$ cat src/common/cad_pkg.sv
// Package for the add and logic datapath slice
package cad_pkg;

  // Bus and word widths
  localparam int unsigned WORD_W = 32;
  localparam int unsigned IMM_W  = 16;
  localparam int unsigned REG_W  = 5;

  // Fixed vector addresses
  localparam logic [31:0] VEC_RESET   = 32'h0000_0000;
  localparam logic [31:0] VEC_USR_EXC = 32'h0000_0008;
  localparam logic [31:0] VEC_IRQ     = 32'h0000_0010;
  localparam logic [31:0] VEC_HW_EXC  = 32'h0000_0020;
  localparam logic [31:0] PC_STEP     = 32'h0000_0004;

  // Instruction field positions (bit 0 is the most significant bit)
  localparam int unsigned POS_DST = 6;
  localparam int unsigned POS_SA  = 11;
  localparam int unsigned POS_SB  = 16;
  localparam int unsigned POS_KEEP  = 3;
  localparam int unsigned POS_CIN   = 4;

  // Major opcodes, upper six bits
  localparam logic [5:0] OP_ADD   = 6'h00;
  localparam logic [5:0] OP_ADDI  = 6'h08;
  localparam logic [5:0] OP_AND   = 6'h21;
  localparam logic [5:0] OP_ANDN  = 6'h23;
  localparam logic [5:0] OP_ANDI  = 6'h29;
  localparam logic [5:0] OP_ANDNI = 6'h2b;
  localparam logic [5:0] OP_IMM   = 6'h2c;
  localparam logic [5:0] OP_ADD_MASK = 6'h38;

  // Register offsets on the AHB-Lite slave
  localparam logic [7:0] OFF_INSTR  = 8'h00;
  localparam logic [7:0] OFF_CTRL   = 8'h04;
  localparam logic [7:0] OFF_STATUS = 8'h08;
  localparam logic [7:0] OFF_RESULT = 8'h0c;
  localparam logic [7:0] OFF_PC     = 8'h10;
  localparam logic [7:0] OFF_RF_SEL = 8'h14;
  localparam logic [7:0] OFF_RF_DAT = 8'h18;

  // Control bits
  localparam int unsigned CTRL_USR = 0;
  localparam int unsigned CTRL_IRQ = 1;
  localparam int unsigned CTRL_HW  = 2;
  localparam int unsigned CTRL_CY  = 3;

  typedef enum logic [2:0] {
    CAD_NOP, CAD_ADD, CAD_AND, CAD_ANDN, CAD_PFX
  } cad_op_t;

endpackage

$ cat src/logic/cad_decode.sv
// Instruction decoder for the add and logic datapath
`timescale 1ns/1ps
module cad_decode
  import cad_pkg::*;
(
  input  wire logic [31:0] instr,
  input  wire logic        pfx_valid,
  input  wire logic [15:0] pfx_high,
  output cad_op_t          op,
  output logic [4:0]       dst,
  output logic [4:0]       src_a,
  output logic [4:0]       src_b,
  output logic             use_imm,
  output logic [31:0]      imm_val,
  output logic             keep_cy,
  output logic             use_cin
);

  logic [5:0] opc;

  always_comb begin
    opc     = instr[31:26];
    // Field bit n counts from the top of the word
    dst     = instr[31-POS_DST -: REG_W];  // see [RULE2]
    src_a   = instr[31-POS_SA -: REG_W];   // see [RULE2]
    src_b   = instr[31-POS_SB -: REG_W];   // see [RULE2]
    use_imm = opc[3];
    // Only opcode bits are decoded, never the status flag, see [RULE10]
    keep_cy = opc[5-POS_KEEP];  // see [RULE5]
    use_cin = opc[5-POS_CIN];   // see [RULE5]
    if (pfx_valid) begin
      imm_val = {pfx_high, instr[15:0]};  // see [RULE9]
    end else begin
      imm_val = {{16{instr[15]}}, instr[15:0]};  // see [RULE3] see [RULE9]
    end
    op = CAD_NOP;
    if ((opc & OP_ADD_MASK) == OP_ADD || (opc & OP_ADD_MASK) == OP_ADDI) begin
      op = CAD_ADD;
    end else if (opc == OP_AND || opc == OP_ANDI) begin
      op = CAD_AND;
    end else if (opc == OP_ANDN || opc == OP_ANDNI) begin
      op = CAD_ANDN;
    end else if (opc == OP_IMM) begin
      op = CAD_PFX;
    end
  end

endmodule

$ cat src/logic/cad_core.sv
// Add and logic datapath with vector redirection and AHB-Lite access
//
// The placing of the registers and the AHB-Lite slave port were left to the implementer.
`timescale 1ns/1ps
// Functional notes
// [RULE1] Reset fetches at 0x0; user exception 0x8, interrupt 0x10, hardware exception 0x20.
// [RULE2] Register form: 6-bit opcode, destination at bit 6, sources at 11 and 16.
// [RULE3] Literal form: opcode, destination, one source, 16-bit literal in bits 16 to 31.
// [RULE4] Register add writes 32-bit sum of both sources to destination.
// [RULE5] Bit 3 selects carry keep, bit 4 carry input, independently.
// [RULE6] Keep set leaves carry flag; clear stores adder carry out.
// [RULE7] Carry input set adds current carry flag; clear gives plain sum.
// [RULE8] Add literal adds sign-extended literal with the same carry options.
// [RULE9] Literal is sign-extended unless preceded by prefix giving full 32 bits.
// [RULE10] Opcode carry-input bit and status carry flag are never confused.
// [RULE11] Register AND writes bitwise AND of sources, carry untouched.
// [RULE12] AND literal writes source AND sign-extended literal.
// [RULE13] AND-NOT writes first source AND complement of second source.
// [RULE14] AND-NOT literal writes source AND complement of extended literal.
// [RULE15] Each operation completes in one cycle, no stall.
// [RULE16] Vector redirection loads the fixed address, discarding younger instructions.
module cad_core
  import cad_pkg::*;
#(
  parameter int unsigned NUM_REGS = 32
)(
  input  wire logic        core_clk,
  input  wire logic        rst_n,
  input  wire logic        hsel,
  input  wire logic [31:0] haddr,
  input  wire logic [1:0]  htrans,
  input  wire logic        hwrite,
  input  wire logic [2:0]  hsize,
  input  wire logic [31:0] hwdata,
  input  wire logic        hready,
  output logic [31:0]      hrdata,
  output logic             hreadyout,
  output logic             hresp
);

  ////////////////////////////////////////////////////////////////////
  // Bus address phase capture

  logic        wr_pend_q;
  logic        rd_pend_q;
  logic [7:0]  addr_q;
  logic        take;

  assign take      = hsel && hready && htrans[1];
  assign hreadyout = 1'b1;
  assign hresp     = 1'b0;

  always_ff @(posedge core_clk or negedge rst_n) begin
    if (!rst_n) begin
      wr_pend_q <= 1'b0;
      rd_pend_q <= 1'b0;
      addr_q    <= 8'h00;
    end else if (hready) begin
      wr_pend_q <= take && hwrite;
      rd_pend_q <= take && !hwrite;
      addr_q    <= haddr[7:0];
    end
  end

  function automatic logic hit(input logic [7:0] a, input logic [7:0] off);
    return a == off;
  endfunction

  logic wr_instr;
  logic wr_ctrl;
  logic wr_sel;
  logic wr_dat;
  logic wr_pc;

  assign wr_instr = wr_pend_q && hit(addr_q, OFF_INSTR);
  assign wr_ctrl  = wr_pend_q && hit(addr_q, OFF_CTRL);
  assign wr_sel   = wr_pend_q && hit(addr_q, OFF_RF_SEL);
  assign wr_dat   = wr_pend_q && hit(addr_q, OFF_RF_DAT);
  assign wr_pc    = wr_pend_q && hit(addr_q, OFF_PC);

  ////////////////////////////////////////////////////////////////////
  // Decode

  cad_op_t     op;
  logic [4:0]  dst;
  logic [4:0]  src_a;
  logic [4:0]  src_b;
  logic        use_imm;
  logic [31:0] imm_val;
  logic        keep_cy;
  logic        use_cin;
  logic        pfx_valid_q;
  logic [15:0] pfx_high_q;

  cad_decode u_dec (
    .instr     (hwdata),
    .pfx_valid (pfx_valid_q),
    .pfx_high  (pfx_high_q),
    .op        (op),
    .dst       (dst),
    .src_a     (src_a),
    .src_b     (src_b),
    .use_imm   (use_imm),
    .imm_val   (imm_val),
    .keep_cy   (keep_cy),
    .use_cin   (use_cin)
  );

  ////////////////////////////////////////////////////////////////////
  // Register file and execute

  logic [31:0] regs_q [NUM_REGS];
  logic [31:0] first_source_register;
  logic [31:0] second_source_register;
  logic [31:0] opnd_b;
  logic [32:0] sum;
  logic [31:0] result;
  logic        status_carry_flag;
  logic [31:0] machine_status_word;
  logic        redirect;
  logic        exec;

  assign first_source_register  = regs_q[src_a];
  assign second_source_register = regs_q[src_b];
  assign opnd_b = use_imm ? imm_val : second_source_register;  // see [RULE8] see [RULE12]
  assign redirect = wr_ctrl && (hwdata[CTRL_USR] || hwdata[CTRL_IRQ] || hwdata[CTRL_HW]);
  assign exec = wr_instr && !redirect;

  always_comb begin
    sum    = {1'b0, first_source_register} + {1'b0, opnd_b};  // see [RULE4] see [RULE8]
    if (use_cin) begin
      sum = sum + {32'h0000_0000, status_carry_flag};  // see [RULE7]
    end
    result = 32'h0000_0000;
    unique case (op)
      CAD_ADD:  result = sum[31:0];                                 // see [RULE4]
      CAD_AND:  result = first_source_register & opnd_b;            // see [RULE11] see [RULE12]
      CAD_ANDN: result = first_source_register & ~opnd_b;           // see [RULE13] see [RULE14]
      CAD_NOP:  result = 32'h0000_0000;
      CAD_PFX:  result = 32'h0000_0000;
    endcase
  end

  logic [31:0] result_q;
  logic [4:0]  rf_sel_q;

  // Single-cycle write back, see [RULE15]
  always_ff @(posedge core_clk) begin
    if (exec && op != CAD_NOP && op != CAD_PFX && dst != 5'd0) begin
      regs_q[dst] <= result;
    end else if (wr_dat && rf_sel_q != 5'd0) begin
      regs_q[rf_sel_q] <= hwdata;
    end
    regs_q[0] <= 32'h0000_0000;
  end

  always_ff @(posedge core_clk or negedge rst_n) begin
    if (!rst_n) begin
      result_q <= 32'h0000_0000;
    end else if (exec) begin
      result_q <= result;
    end
  end

  always_ff @(posedge core_clk or negedge rst_n) begin
    if (!rst_n) begin
      rf_sel_q <= 5'd0;
    end else if (wr_sel) begin
      rf_sel_q <= hwdata[4:0];
    end
  end

  // Carry flag
  always_ff @(posedge core_clk or negedge rst_n) begin
    if (!rst_n) begin
      status_carry_flag <= 1'b0;
    end else if (exec && op == CAD_ADD && !keep_cy) begin
      status_carry_flag <= sum[32];  // see [RULE6]
    end else if (wr_ctrl && !redirect) begin
      status_carry_flag <= hwdata[CTRL_CY];
    end
  end

  assign machine_status_word = {29'h0, pfx_valid_q, 1'b0, status_carry_flag};

  // Prefix holds for exactly the next instruction
  always_ff @(posedge core_clk or negedge rst_n) begin
    if (!rst_n) begin
      pfx_valid_q <= 1'b0;
      pfx_high_q  <= 16'h0000;
    end else if (redirect) begin
      pfx_valid_q <= 1'b0;  // see [RULE16]
    end else if (exec) begin
      pfx_valid_q <= (op == CAD_PFX);  // see [RULE9]
      pfx_high_q  <= hwdata[15:0];
    end
  end

  ////////////////////////////////////////////////////////////////////
  // Program counter and vectors

  logic [31:0] pc_q;

  always_ff @(posedge core_clk or negedge rst_n) begin
    if (!rst_n) begin
      pc_q <= VEC_RESET;  // see [RULE1]
    end else if (wr_ctrl && hwdata[CTRL_HW]) begin
      pc_q <= VEC_HW_EXC;  // see [RULE1] see [RULE16]
    end else if (wr_ctrl && hwdata[CTRL_IRQ]) begin
      pc_q <= VEC_IRQ;  // see [RULE1] see [RULE16]
    end else if (wr_ctrl && hwdata[CTRL_USR]) begin
      pc_q <= VEC_USR_EXC;  // see [RULE1] see [RULE16]
    end else if (wr_pc) begin
      pc_q <= hwdata;
    end else if (exec) begin
      pc_q <= pc_q + PC_STEP;
    end
  end

  ////////////////////////////////////////////////////////////////////
  // Read data

  always_comb begin
    hrdata = 32'h0000_0000;
    if (rd_pend_q) begin
      unique case (addr_q)
        OFF_STATUS: hrdata = machine_status_word;
        OFF_RESULT: hrdata = result_q;
        OFF_PC:     hrdata = pc_q;
        OFF_RF_SEL: hrdata = {27'h0, rf_sel_q};
        OFF_RF_DAT: hrdata = regs_q[rf_sel_q];
        default:    hrdata = 32'h0000_0000;
      endcase
    end
  end

endmodule

$ cat config.mk
export PLATFORM = sky130hd
export DESIGN_NAME = cad_core
export DESIGN_NICKNAME = d
export VERILOG_FILES = /design/src/common/cad_pkg.sv /design/src/logic/cad_decode.sv /design/src/logic/cad_core.sv
export SDC_FILE = /design/constraint.sdc
export NUM_CORES = 2
export LEC_CHECK = 0
export BUFFER_PORTS_ARGS = -buffer_cell sky130_fd_sc_hd__buf_2
export CAP_MARGIN = 20
export CORE_MARGIN = 4
export CORE_UTILIZATION = 40
export CTS_BUF_LIST = sky130_fd_sc_hd__clkbuf_2
export CTS_CLUSTER_DIAMETER = 50
export DETAILED_ROUTE_END_ITERATION = 8
export PLACE_DENSITY = 0.62
export SLEW_MARGIN = 20
export SYNTH_ARGS = -nofsm -noshare
export SYNTH_HDL_FRONTEND = slang
export SYNTH_SLANG_ARGS = --single-unit
$ cat constraint.sdc
create_clock -name core_clk -period 7 [get_ports core_clk]
set_input_delay 1.05 -clock core_clk [delete_from_list [all_inputs] [get_ports core_clk]]
set_output_delay 1.05 -clock core_clk [all_outputs]
set_load 0.005 [all_outputs]
Yosys cells after proc, flatten, opt, wreduce, memory -nomap -nowiden. Memory sizes are Yosys's and may differ from the RTL's. Index checks and enable logic that the tools add are counted. Widths: inputs -> output; s select.

Memories kept: 1. Input port bits: 74. Bits in writable memories: 1024. Logic and storage cells: 102. Flip-flop bits (word level): 97. Output and inout bits: 34.

Memory list: regs_q (depth 32, bits a word 32, read ports 3, clocked after memory_dff 0, wr ports 2, line cad_core.sv:112) `logic [31:0] regs_q [NUM_REGS];`.

Add/sub/neg operators: 3. Multiplexer cells: 27. Reductions and logical operators: 41. Eq/ne operators: 17. Bitwise gates (word level): 4.

Operators by type and width (number): $mux 32 (9); $pmux 32 s5 (1); $pmux 32 s4 (1); $and 32x32->32 (2); $add 32x32->33 (1); $add 33x1->33 (1); $mux 33 (1); $add 32x3->32 const B (1); $not 32->32 (1); $reduce_or 32->1 (1); $eq 6x6->1 const B (5); $eq 8x5->1 const B (3); $logic_and 1x1->1 (21); $eq 8x4->1 const B (2); $reduce_bool 5->1 (3); $mux 3 (4); $mux 1 (10); $eq 8x3->1 const B (1); $logic_not 8->1 (1); $eq 3x1->1 const B (2); $eq 3x2->1 const B (2); $logic_not 6->1 (1); $logic_or 1x1->1 (5); $mux 5 (1); 9 further kinds (12).

Logic depth before layout (Yosys ltp).
Depth in word-level cells: 13. Gate-level depth with buffers: 24. Mapped depth without buffers: 18.

Modules after synthesis. A second synthesis with hierarchy kept.

Cells, all modules: 3920. Area, all modules: 63766.2 µm².

Modules (own cells, without submodules): cad_core (area an instance 63298.2 µm², cells an instance 3844, sequential area each 32215.9 µm², times used 1); cad_decode (area an instance 467.9 µm², cells an instance 76, sequential area each 0.0 µm², times used 1).

Worst setup path after synthesis. OpenSTA, ideal clock, no wires.

Path kind: in2reg. Start point: input port hwdata[16]. End point: memory regs_q[10][23] (data pin). Required time: 6554 ps. Slack: -1169 ps. Library setup time: 446 ps. Buffers on the path: 4. Data arrival time: 7723 ps. Stages on the path: 20. Path through: buf_2 > clkbuf_1 > buf_1 > mux4_2 > mux4_2 > mux2i_1 > inv_1 > ha_1 > fa_1 > a211oi_2 > o21ai_4 > a32o_1 > nor3_2 > nand4b_4 > or4_1 > clkbuf_1 > or3_4 > nor2_1 > xor2_1 > o21ai_0.

RTL lines: start, declared (line cad_core.sv:34) `input wire logic [31:0] hwdata,`; end, declared (line cad_core.sv:112).

Worst setup path after layout.
Start point: register rf_sel_q[0]. End point: output port hrdata[20].

Word-level cells in the longest chain between the ends: 3.

RTL lines: start, declared (line cad_core.sv:145) `logic [4:0] rf_sel_q;`; start signal, assigned (line cad_core.sv:169) `rf_sel_q <= hwdata[4:0];`; $mem_v2 32x32; $pmux 32 s5 (line cad_core.sv:226) `unique case (addr_q)`; $mux 32 (line cad_core.sv:225) `if (rd_pend_q) begin`; end, declared (line cad_core.sv:36) `output logic [31:0] hrdata,`.

Every way passes these cells.

==> metrics.txt <==
H-tree levels=5; initial DRC count=6633; synth warn=0; Die ar.=0.165 mm2; Post-DP Area=0.0691 mm2; Critical Path AT=5.53 ns; Post-Syn Area=0.0633 mm2; Tmin final=6.58 ns; Top Ports=108; num rows=145; most frequent cells in the layout=992 x edfxtp_1, 857 x mux4_2, 429 x clkbuf_2; worst min-delay path category=in2reg; CP Capture Type=output port; pin count of the biggest net entering global routing=84; main flop type after synthesis=edfxtp_1; status=completed; commonest non-fill, non-tap cell in the layout=edfxtp_1; die width=406 um; CTS Sinks=1089; max_slew headroom=0.197; R2R setup slack=0.76 ns; Root Driver=clkbuf_2; core area=0.157 mm2; Synth async-reset ratio=0.0891; routed wire length=227000 um; Fin. Hold Viols=0; vias in the first global route=43.9k; Via Count=44.2k; FILL cells=13.7k; f_max=152 MHz; CTS resizes=0; global-route wire length before repair=320000 um; area grow syn2layout=14.3%; Sum Neg Setup Slack=0 ns; Final Non-Filler Cells=6568; sequential area share after synthesis=0.509; final worst-path cycle share=0.940; TritonCTS clock tree=built; DRT antenna net count=0; final setup margin=0.418 ns; max-slew violations=0; syn nets=3937; clock transition at the registers of the reported paths=0.12 ns; CTS buffer count=301; #FFs+latches synth=1089; Tot Pwr=15.1 mW; Cells after Synth=3827; drt wl/cell=34.6 um; maxcap violations=0; GP Congestion=1.00; Setup WS pre-CTS=-0.152 ns; clock buffer depth=4; Post-synth EDFFs=992; die height=406 um; routed vias/inst=6.74; clock latency at the later pin of the worst-skew pair=1.72 ns; CP Launch Type=flip-flop; fin util=0.462; drt drc=0; CP Class=reg2out; DP HPWL=138000 um; skew final=0.158 ns; number of port buffers=77; Hold WS=0.230 ns; design area=0.0724 mm2; # setup viols final=0; crit path cell chain=buf_12 -> mux4_2 -> mux4_2 -> nand2_1 -> nand2_1 -> a222oi_1 -> nor2_1 -> buf_2; Mean Syn Cell Area=16.5 um2; Crit-path slowest cell=dfrtp_4; post-CTS setup buffers=0; CP Max Fanout=83; worst stage delay on the critical path=0.70 ns; Req. time, crit path=5.95 ns; Initial Util=0.404; placed cell count=5991; Yosys cell types=91; cts-stage hold buffer count=67; global route total overflow=0; DR pass1 iterations=9; RSZ-0062 raised after global routing=no; ratio of cells with drive above 1 in the final layout=0.441; Worst Max-Slew Pin Slew=1.20 ns; initial antenna violation count=10; layout net count=4414; Leak Pwr=24.7 nW; power per cell area=208 mW/mm2; Tot GR Track Use=0.275; VDD IR max=0.183 mV
-- worst max-delay path: cells and delay by family (launching register included) --
family,cells,cell delay [ns]
AOI/OAI and AO/OA,1,0.68
buffers and inverters,2,0.71
DFF,1,0.70
muxes,2,1.09
and+or+nand+nor,3,0.46
-- routing by layer --
metal  vias up  GRT usage  routed length [um]
met2      3180      0.421              104000
met4         8      0.126               10600
met1     23100      0.373               84200
met5         -          0                  46
met3       563     0.0665               27800
li1      17400          -                   -
-- sequential cells by signal, summed over array words and instances, names as in the netlist --
signal / cells
status_carry_flag: 1
addr_q: 8
result_q: 32
rf_sel_q: 5
regs_q: 992
pc_q: 32
pfx_valid_q: 1
wr_pend_q: 1
pfx_high_q: 16
rd_pend_q: 1
-- synthesized netlist by cell type (11+ instances only) --
library cell | number | share of area
edfxtp_1 | 992 | 0.47
mux4_2 | 857 | 0.30
nand2_1 | 261 | 0.015
clkbuf_1 | 204 | 0.012
nor2_1 | 181 | 0.011
a21oi_1 | 138 | 0.011
mux2_2 | 135 | 0.024
mux2i_1 | 101 | 0.016
buf_1 | 99 | 0.0059
dfrtp_1 | 97 | 0.038
o21ai_0 | 64 | 0.0051
a22o_1 | 60 | 0.0083
xor2_1 | 57 | 0.0079
nand3_1 | 50 | 0.0040
ha_1 | 35 | 0.0069
buf_2 | 34 | 0.0027
a222oi_1 | 32 | 0.0051
xnor2_1 | 32 | 0.0044
a211oi_1 | 30 | 0.0036
nand4_1 | 29 | 0.0029
nor3_1 | 29 | 0.0023
and3_1 | 20 | 0.0020
inv_1 | 20 | 0.0012
a32o_1 | 16 | 0.0025
or3_1 | 16 | 0.0016
a21o_1 | 15 | 0.0018
a31oi_1 | 15 | 0.0015
o211ai_1 | 15 | 0.0018
nor4_1 | 14 | 0.0014
nand2b_1 | 12 | 0.0012
nor2b_1 | 11 | 0.0011
-- cell type report --
cell class	instances	area [um2]	area share
timing repair buffer	515	4900	0.0677
clock inverter	77	357	0.00493
inverter	23	96.3	0.00133
multi-input combinational	2374	30100	0.415
sequential	1089	32200	0.445
clock buffer	429	2150	0.0297
tap	2058	2570	0.0356
antenna	3	7.51	0.000104
-- worst paths after layout --
check / start / endpoint / cells past startpoint
max reg2reg: regs_q[30][0]$_DFFE_PP_ / regs_q[14][20]$_DFFE_PP_ / 18
max: rf_sel_q[0]$_DFFE_PN0P_ / hrdata[20] / 8
max in group asynchronous: rst_n / pfx_high_q[1]$_DFFE_PN0P_ / 4
min reg2reg: pfx_high_q[13]$_DFFE_PN0P_ / pfx_high_q[13]$_DFFE_PN0P_ / 2
min: hwdata[25] / pc_q[25]$_DFFE_PN0P_ / 4
min in group asynchronous: rst_n / addr_q[1]$_DFFE_PN0P_ / 4
-- kinds of logic (layout without fill, tap and decap cells) --
logic type / count (synthesis) / count (layout) / share of synthesized area
AO/OA/AOI/OAI: 471 / 471 / 0.0520
XOR/XNOR: 90 / 90 / 0.0126
adder cells (fa/ha/maj): 36 / 36 / 0.00724
buffers and inverters: 364 / 1044 / 0.0226
flip-flops: 1089 / 1089 / 0.509
multiplexers: 1093 / 1093 / 0.345
other: 2 / 5 / 0.000119
AND/OR/NAND/NOR: 682 / 682 / 0.0514
-- power breakdown --
group	switching, mW	leakage [nW]	internal (mW)
Combinational	1.79	12.5	1.42
Sequential	0.0702	10.2	7.33
Clock	2.75	1.96	1.70
Total	4.61	24.7	10.5
(Power assumes the default switching activity.)
